==> src/shp_pkg.sv <==
package shp_pkg;

  // Register byte offsets.
  localparam logic [7:0] REG_CTRL = 8'h00;
  localparam logic [7:0] REG_RESULT = 8'h04;
  localparam logic [7:0] REG_STATUS = 8'h08;
  localparam logic [7:0] REG_IRQ = 8'h0C;
  localparam logic [7:0] REG_MASK = 8'h10;

  // Control field positions.
  localparam int CTRL_ENABLE = 0;
  localparam int CTRL_EXTEND = 1;
  localparam int CTRL_LIMIT = 2;
  localparam int CTRL_FALLEDGE = 3;
  localparam int CTRL_EXTTRIG = 4;
  localparam int CTRL_INIT = 5;
  localparam int CTRL_ACQ = 6;
  localparam int CTRL_DONE = 7;
  localparam int CTRL_W = 8;

  // Result field positions.
  localparam int RES_BIN = 0;
  localparam int RES_PASS = 4;
  localparam int RES_SFAIL = 5;
  localparam int RES_SHIGH = 6;
  localparam int RES_FAULT = 7;
  localparam int RES_OVER = 8;
  localparam int RES_UNDER = 9;
  localparam int RES_NC = 10;
  localparam int RES_W = 11;

  // Interrupt bit positions.
  localparam int IRQ_START = 0;
  localparam int IRQ_ACQ = 1;
  localparam int IRQ_DONE = 2;
  localparam int IRQ_RECALL = 3;
  localparam int IRQ_W = 4;

  localparam logic [CTRL_W-1:0] CTRL_RESET = 8'h00;
  localparam logic [RES_W-1:0] RES_RESET = 11'h000;
  localparam logic [IRQ_W-1:0] IRQ_RESET = 4'h0;
  localparam int NUM_BINS = 14;
  localparam int NUM_BINS_BASE = 9;
  localparam int MEMSEL_W = 5;

  typedef enum logic [1:0] {
    ST_IDLE,
    ST_ACQ,
    ST_CALC
  } shp_state_t;

endpackage

==> src/shp_sorter_handler_port.sv <==
// Operation
// - Slash-named handler lines are active low.
// - Contact fail, over, under only unextended.
// - Limit mode drives fault, secondary, reject lines.
// - Pull acquire done low after acquisition.
// - Measure done low when results valid.
// - Measure fault flags any measurement error.
// - Secondary fail when secondary outside limits.
// - Lockout low ignores every panel key.
// - Fault clears bins, reject, secondary, over, under.
// - Limit mode fault reports primary high, secondary high.
// - Disabled handler holds comparison outputs high.
// - Disabled handler holds both done strobes low.
// - Disabled pattern after reset and initialize.
// - Inputs stay active regardless of comparator.
// - Start on selected edge, rising default.
// - Valid select with external trigger recalls memory.
// - Extension gives fourteen bins, else nine.
//
// The implementer's own choices: the register offsets and the Wishbone interface to the registers.
`timescale 1ns/1ns
module shp_sorter_handler_port
  import shp_pkg::*;
(
  // Clock, reset and enable.
  input wire logic mclk,
  input wire logic rst_n,
  input wire logic clkEn,
  // Wishbone slave.
  input wire logic wbCyc,
  input wire logic wbStb,
  input wire logic wbWe,
  input wire logic [7:0] wbAdr,
  input wire logic [3:0] wbSel,
  input wire logic [31:0] wbDatI,
  output logic [31:0] wbDatO,
  output logic wbAck,
  output logic irq,
  // Handler inputs.
  input wire logic startPulse,
  input wire logic panelLockout_n,
  input wire logic [MEMSEL_W-1:0] memorySelect_n,
  input wire logic memorySelectValid_n,
  // Panel keys and recall request.
  input wire logic panelKeyIn,
  output logic panelKeyOut,
  output logic recallStb,
  output logic [MEMSEL_W-1:0] recallNum,
  // Handler outputs, all active low.
  output logic [NUM_BINS-1:0] sortBin_n,
  output logic rejectAll_n,
  output logic secondaryFail_n,
  output logic measureFault_n,
  output logic contactFailFlag_n,
  output logic primaryOver_n,
  output logic primaryUnder_n,
  output logic acquireDone_n,
  output logic measureDone_n
);

  ////////////////////////////////////////////////////////////////////////////
  // Pin synchronisers.

  logic [8:0] syncA_ff, syncB_ff, nxt_syncA, nxt_syncB;
  logic startPrev_ff, nxt_startPrev;

  always_comb begin
    nxt_syncA = {panelKeyIn, startPulse, panelLockout_n, memorySelectValid_n, memorySelect_n};
    nxt_syncB = syncA_ff;
    nxt_startPrev = syncB_ff[7];
  end

  always_ff @(posedge mclk or negedge rst_n) begin
    if (!rst_n) begin
      // Start and key idle low, the rest idle high, so release shows no false edge.
      syncA_ff <= 9'h07F;
      syncB_ff <= 9'h07F;
      startPrev_ff <= 1'b0;
    end else if (clkEn) begin
      syncA_ff <= nxt_syncA;
      syncB_ff <= nxt_syncB;
      startPrev_ff <= nxt_startPrev;
    end
  end

  logic startS, lockS_n, validS_n, keyS;
  logic [MEMSEL_W-1:0] selS_n;
  assign selS_n = syncB_ff[MEMSEL_W-1:0];
  assign validS_n = syncB_ff[5];
  assign lockS_n = syncB_ff[6];
  assign startS = syncB_ff[7];
  assign keyS = syncB_ff[8];

  ////////////////////////////////////////////////////////////////////////////
  // Registers and bus slave.

  logic [CTRL_W-1:0] ctrl_ff, nxt_ctrl;
  logic [RES_W-1:0] res_ff, nxt_res;
  logic [IRQ_W-1:0] irqSt_ff, nxt_irqSt, mask_ff, nxt_mask, events;
  logic [31:0] datO_ff, nxt_datO;
  logic ack_ff, nxt_ack;

  wire logic wrAcc = wbCyc && wbStb && wbWe && !ack_ff && wbSel[0];
  wire logic rdAcc = wbCyc && wbStb && !ack_ff;
  wire logic enable = ctrl_ff[CTRL_ENABLE];

  // Start edge detection on the selected polarity; rising is the reset default.
  wire logic startEdge = ctrl_ff[CTRL_FALLEDGE] ? (startPrev_ff && !startS)
                                                 : (!startPrev_ff && startS);

  function automatic logic [31:0] pad(input logic [15:0] v);
    pad = {16'h0000, v};
  endfunction

  always_comb begin
    nxt_ctrl = ctrl_ff;
    nxt_res = res_ff;
    nxt_mask = mask_ff;
    nxt_ack = rdAcc;
    nxt_datO = 32'h0000_0000;
    // The init bit self-clears so that a single write acts like a menu initialize.
    nxt_ctrl[CTRL_INIT] = 1'b0;
    if (wrAcc && wbAdr == REG_CTRL) begin
      nxt_ctrl = wbDatI[CTRL_W-1:0];
    end
    if (wrAcc && wbAdr == REG_RESULT) begin
      nxt_res = wbDatI[RES_W-1:0];
    end
    if (wrAcc && wbAdr == REG_MASK) begin
      nxt_mask = wbDatI[IRQ_W-1:0];
    end
    if (ctrl_ff[CTRL_INIT]) begin
      nxt_ctrl = CTRL_RESET;
    end
    // Set wins over a simultaneous write-one clear.
    nxt_irqSt = irqSt_ff;
    if (wrAcc && wbAdr == REG_IRQ) begin
      nxt_irqSt = irqSt_ff & ~wbDatI[IRQ_W-1:0];
    end
    nxt_irqSt = nxt_irqSt | events;
    if (rdAcc && !wbWe) begin
      case (wbAdr)
        REG_CTRL: nxt_datO = pad({8'h00, ctrl_ff});
        REG_RESULT: nxt_datO = pad({5'h00, res_ff});
        REG_STATUS: nxt_datO = pad({4'h0, selS_n, !validS_n, !lockS_n, startS, 4'h0});
        REG_IRQ: nxt_datO = pad({12'h000, irqSt_ff});
        REG_MASK: nxt_datO = pad({12'h000, mask_ff});
        default: nxt_datO = 32'h0000_0000;
      endcase
    end
  end

  ////////////////////////////////////////////////////////////////////////////
  // Measurement sequencer.

  shp_state_t state_ff, nxt_state;
  logic acq_ff, nxt_acq, done_ff, nxt_done, rcl_ff, nxt_rcl;
  logic [MEMSEL_W-1:0] rclNum_ff, nxt_rclNum;

  always_comb begin
    nxt_state = state_ff;
    nxt_acq = acq_ff;
    nxt_done = done_ff;
    nxt_rcl = 1'b0;
    nxt_rclNum = rclNum_ff;
    events = IRQ_RESET;
    case (state_ff)
      ST_IDLE: begin
        if (startEdge && enable) begin
          nxt_acq = 1'b0;
          nxt_done = 1'b0;
          nxt_state = ST_ACQ;
          events[IRQ_START] = 1'b1;
        end
      end
      ST_ACQ: begin
        if (wrAcc && wbAdr == REG_CTRL && wbDatI[CTRL_ACQ]) begin
          nxt_acq = 1'b1;
          nxt_state = ST_CALC;
          events[IRQ_ACQ] = 1'b1;
        end
      end
      ST_CALC: begin
        if (wrAcc && wbAdr == REG_CTRL && wbDatI[CTRL_DONE]) begin
          nxt_done = 1'b1;
          nxt_state = ST_IDLE;
          events[IRQ_DONE] = 1'b1;
        end
      end
      default: nxt_state = ST_IDLE;
    endcase
    // Recall is taken on the start edge even if the comparator is off.
    if (startEdge && !validS_n && ctrl_ff[CTRL_EXTTRIG]) begin
      nxt_rcl = 1'b1;
      nxt_rclNum = ~selS_n;
      events[IRQ_RECALL] = 1'b1;
    end
    if (!enable) begin
      nxt_state = ST_IDLE;
      nxt_acq = 1'b1;
      nxt_done = 1'b1;
    end
  end

  ////////////////////////////////////////////////////////////////////////////
  // Output pin encoding. Results are only shown while measure done is held,
  // so the handler never samples a half-updated pattern.

  logic [NUM_BINS-1:0] nxt_bin;
  logic nxt_rej, nxt_sf, nxt_mf, nxt_nc, nxt_ov, nxt_un, nxt_key;
  logic [3:0] binIdx;
  logic fault, limitMode, extend, valid;

  always_comb begin
    binIdx = res_ff[RES_BIN+3:RES_BIN];
    fault = res_ff[RES_FAULT];
    limitMode = ctrl_ff[CTRL_LIMIT];
    extend = ctrl_ff[CTRL_EXTEND];
    valid = enable && done_ff && state_ff == ST_IDLE;
    nxt_bin = {NUM_BINS{1'b0}};
    nxt_rej = 1'b0;
    nxt_sf = 1'b0;
    nxt_mf = 1'b0;
    nxt_nc = 1'b0;
    nxt_ov = 1'b0;
    nxt_un = 1'b0;
    if (valid) begin
      nxt_mf = fault;
      nxt_nc = res_ff[RES_NC] && !extend;
      if (limitMode) begin
        // Limit mode reuses bin pins: 0 primary high, 1 primary in, 2 primary low.
        // Then 3 secondary high, 4 secondary in, 5 secondary low, 6 total pass.
        if (fault) begin
          nxt_bin[0] = 1'b1;
          nxt_bin[3] = 1'b1;
        end else begin
          nxt_bin[binIdx[1:0] == 2'h0 ? 0 : (binIdx[1:0] == 2'h1 ? 1 : 2)] = 1'b1;
          nxt_bin[3] = res_ff[RES_SFAIL] && res_ff[RES_SHIGH];
          nxt_bin[4] = !res_ff[RES_SFAIL];
          nxt_bin[5] = res_ff[RES_SFAIL] && !res_ff[RES_SHIGH];
          nxt_bin[6] = res_ff[RES_PASS];
          nxt_rej = !res_ff[RES_PASS];
          nxt_sf = res_ff[RES_SFAIL];
        end
      end else if (!fault) begin
        // Bins above nine are dropped unless extension is on.
        if (binIdx != 4'h0 && binIdx <= (extend ? 4'(NUM_BINS) : 4'(NUM_BINS_BASE))) begin
          nxt_bin[binIdx - 4'h1] = 1'b1;
        end else begin
          nxt_rej = 1'b1;
        end
        nxt_sf = res_ff[RES_SFAIL];
        nxt_ov = res_ff[RES_OVER] && !extend;
        nxt_un = res_ff[RES_UNDER] && !extend;
      end
    end
    nxt_key = keyS && lockS_n;
  end

  always_ff @(posedge mclk or negedge rst_n) begin
    if (!rst_n) begin
      ctrl_ff <= CTRL_RESET;
      res_ff <= RES_RESET;
      irqSt_ff <= IRQ_RESET;
      mask_ff <= IRQ_RESET;
      datO_ff <= 32'h0000_0000;
      ack_ff <= 1'b0;
      state_ff <= ST_IDLE;
      acq_ff <= 1'b1;
      done_ff <= 1'b1;
      rcl_ff <= 1'b0;
      rclNum_ff <= 5'h00;
      sortBin_n <= {NUM_BINS{1'b1}};
      rejectAll_n <= 1'b1;
      secondaryFail_n <= 1'b1;
      measureFault_n <= 1'b1;
      contactFailFlag_n <= 1'b1;
      primaryOver_n <= 1'b1;
      primaryUnder_n <= 1'b1;
      acquireDone_n <= 1'b0;
      measureDone_n <= 1'b0;
      panelKeyOut <= 1'b0;
      irq <= 1'b0;
    end else if (clkEn) begin
      ctrl_ff <= nxt_ctrl;
      res_ff <= nxt_res;
      irqSt_ff <= nxt_irqSt;
      mask_ff <= nxt_mask;
      datO_ff <= nxt_datO;
      ack_ff <= nxt_ack;
      state_ff <= nxt_state;
      acq_ff <= nxt_acq;
      done_ff <= nxt_done;
      rcl_ff <= nxt_rcl;
      rclNum_ff <= nxt_rclNum;
      sortBin_n <= ~nxt_bin;
      rejectAll_n <= ~nxt_rej;
      secondaryFail_n <= ~nxt_sf;
      measureFault_n <= ~nxt_mf;
      contactFailFlag_n <= ~nxt_nc;
      primaryOver_n <= ~nxt_ov;
      primaryUnder_n <= ~nxt_un;
      // Strobes follow the state flops so done falls on the edge the results appear.
      acquireDone_n <= ~acq_ff;
      measureDone_n <= ~done_ff;
      panelKeyOut <= nxt_key;
      irq <= |(nxt_irqSt & nxt_mask);
    end
  end

  assign wbDatO = datO_ff;
  assign wbAck = ack_ff;
  assign recallStb = rcl_ff;
  assign recallNum = rclNum_ff;

endmodule

==> config.mk <==
export PLATFORM = sky130hd
export DESIGN_NAME = shp_sorter_handler_port
export DESIGN_NICKNAME = d
export VERILOG_FILES = /design/src/shp_pkg.sv /design/src/shp_sorter_handler_port.sv
export SDC_FILE = /design/constraint.sdc
export NUM_CORES = 1
export LEC_CHECK = 0
export ABC_CLOCK_PERIOD_IN_PS = 3200
export BUFFER_PORTS_ARGS = -buffer_cell sky130_fd_sc_hd__buf_2
export CORE_ASPECT_RATIO = 0.9
export CORE_MARGIN = 4
export CORE_UTILIZATION = 57
export CTS_CLUSTER_DIAMETER = 80
export DETAILED_ROUTE_END_ITERATION = 7
export PLACE_DENSITY_LB_ADDON = 0.3
export SLEW_MARGIN = 20
export SYNTH_ARGS = -nofsm -noshare
export SYNTH_HDL_FRONTEND = slang
export SYNTH_SLANG_ARGS = --single-unit
==> constraint.sdc <==
create_clock -name mclk -period 3.2 [get_ports mclk]
set_input_delay 0.16 -clock mclk [delete_from_list [all_inputs] [get_ports mclk]]
set_output_delay 0.16 -clock mclk [all_outputs]
set_load 0.005 [all_outputs]
==> results by group <==
Status
  – Outcome: finished, final reports clean

Synthesis
  – EDFF count, synth: 0
  – Mapped Area: 0.00446 mm2
  – Most common cell in the netlist: dfrtp_1
  – Unique masters post-synth: 50
  – Cell taking the most area after synthesis: dfrtp_1
  – Synth top area share: 0.320
  – Register area share after synthesis: 0.532
  – Async set-reset flop share out of synthesis: 1.00
  – Syn Area/Cell: 10.8 um2
  – Yosys warns: 0
  – Top cells by area, synth: dfrtp_1 (32%), dfstp_2 (21%), mux2_2 (4.5%)
  – Synth Instances: 411
  – Post-synth top cells: dfrtp_1 (57), dfstp_2 (36), inv_1 (29), nand2_1 (24), nor2_1 (23)
  – Primary FF master, synth: dfrtp_1
  – Seq cells post-synth: 93

Setup path
  – Arr. time, crit path: 2670 ps
  – FF-to-FF Start: res_ff[1]
  – Worst Setup SP: res_ff[1]
  – WP data required: 3450 ps
  – Nature of the critical path endpoint: register
  – Kind of critical path: reg2reg
  – CP Launch Type: register
  – R2R cell count: 7
  – CP Max Fanout: 11

Min path
  – Worst hold path depth: 2
  – Min-Delay Path Class: in2reg
  – Hold Startpoint: wbDatI[8]

Cells and area
  – Post-layout util: 0.669
  – Share of cells above drive strength 1: 0.333
  – Area of the multi-input gates: 0.00179 mm2
  – Fill cells: 602
  – Sequential cell area: 0.00237 mm2
  – Fin nets: 544
  – Antenna diodes: 0
  – Area Growth Syn to Fin: 13.8%

Clock tree
  – Clk slew on worst S/H paths: 90 ps
  – CTS tree: done
  – CTS H-tree depth: 3
  – Clock insertion delay at the later pin of the skew report: 350 ps
  – Postcts setup bufs: 0
  – Number of buffers created by CTS: 9
  – Hold buffers post-CTS: 1
  – Bufs on Longest Clock Path: 2
  – Sink Count: 93
  – Gates resized, CTS repair: 0
  – CTS Root Cell: clkbuf_8

Route
  – Via density: 5.99
  – Overall via count from detail_route: 3492
  – Post-route DRC: 0
  – DR iter-0 viols: 382
  – Post-DR wirelength/cell: 17.5 um
  – Final wirelength: 10200 um
  – Initial DRT Pass Iterations: 5
  – Post-DRT Antenna Nets: 0

Placed design
  – Port Buffer Count: 77
  – DP HPWL: 7130 um
  – Routability Congestion: 0.947

Power
  – Peak supply drop: 0.000282 V
  – PD cells: 461 mW/mm2
  – Static leakage: 2.32 nW

Timing
  – Worst rel slew slack: 0.563
  – Final setup TNS: 0 ps
  – Tmin final: 2410 ps
  – Achievable frequency: 0.414 GHz
  – Worst Skew: 4.93 ps
  – Fin. Hold Viols: 0
  – Final setup fails: 0
  – Actual slew at the worst max-slew pin: 647 ps
  – Final Cycle Share: 0.754
  – RSZ-0062 raised after global routing: false
  – Final Max Tran Viols: 0

Floorplanning
  – Die area: 0.00930 mm2
  – Core footprint: 0.00758 mm2
  – Chip width: 101 um
  – # IOs: 122
  – Num rows: 30
  – Die H: 91.9 um
  – Starting Density: 0.588

GRT
  – GRT overflow: 0
  – Vias in the first global route: 3466
  – Largest net degree at the start of global routing: 86
  – GRT Overall Usage: 0.225
  – Initial antenna violation count: 0
  – First-pass GRT wire length: 16800 um

Run
  – Max Cap Viol: 0
[cells in the final DEF, fill, tap and decap left out, drive strengths merged, types with 7 or more instances in the layout]
master,synthesis,final
o22ai,20,20
mux2i,7,7
dfstp,36,36
buf,27,85
dfrtp,57,57
o21ai,21,21
nor2,23,23
nand2,25,25
a22oi,11,11
a31oi,10,10
a222oi,8,8
nand3,11,11
a21oi,13,13
mux2,31,31
inv,29,30
conb,1,20
clkbuf,18,11
[critical path, cell delays in order (launching register included)]
cell and delay [ps]:
dfrtp_1 570, ha_1 320, nor2b_1 130, o21a_1 160, o21ai_0 200, and2_1 190
nor4bb_1 540, a41oi_1 210
[cell type report]
class,count,area share
Sequential cell,93,0.468
Multi-Input combinational cell,263,0.353
Timing Repair Buffer,86,0.0927
Clock buffer,11,0.0298
Tap cell,96,0.0237
Inverter,29,0.0215
Clock inverter,5,0.0113
[cells by family after synthesis]
group           Yosys count  synth area share
compound gates          111             0.170
fa+ha+maj                 3           0.00842
simple gates             91             0.112
mux                      38            0.0940
flops                    93             0.532
other cells               1          0.000841
buf+inv                  74            0.0820
[through the flow]
stage	instance area (um2)	std cells	setup slack (ps)	power, W	hold WS (ps)
detailed placement	4850	566	841	0.00154	149
global placement	4850	566	904	0.00153	143
global route	5070	583	673	0.00244	4.89
CTS	5070	583	828	0.00235	6.48
floorplan	4530	430	1180	0.00144	-136
finish	5070	583	786	0.00234	14.7
[worst paths after layout]
path                             endpoint  slack, ps
max                         sortBin_n[10]        790
min                             res_ff[8]         10
max reg2reg                 sortBin_n[10]        790
min reg2reg                primaryUnder_n        450
max in group asynchronous    nxt_syncB[0]       2120
min in group asynchronous   measureDone_n        310
[state kept, by name, summed over array words and instances, names as in the netlist, 2 cells and up]
signal     count
recallNum      5
wbDatO        12
mask_ff        4
ctrl_ff        8
syncB_ff       9
state_ff       2
res_ff        11
sortBin_n     14
irqSt_ff       4
nxt_syncB      9
[metal layers]
layer	share of wire	vias to the layer above	GRT usage	wire length, um
met5	0	-	0	0
met4	0.012	0	0.0631	126
met3	0.092	14	0.0669	936
met2	0.48	174	0.345	4860
met1	0.42	1712	0.310	4280
li1	-	1592	-	-
[report_power, final]
group          switching (W)  total, W  leakage, nW  internal (W)
sequential         0.0000429   0.00130         1.11       0.00126
clock               0.000413  0.000819        0.110      0.000406
combinational       0.000120  0.000215         1.10     0.0000948
(Power assumes the default switching activity.)
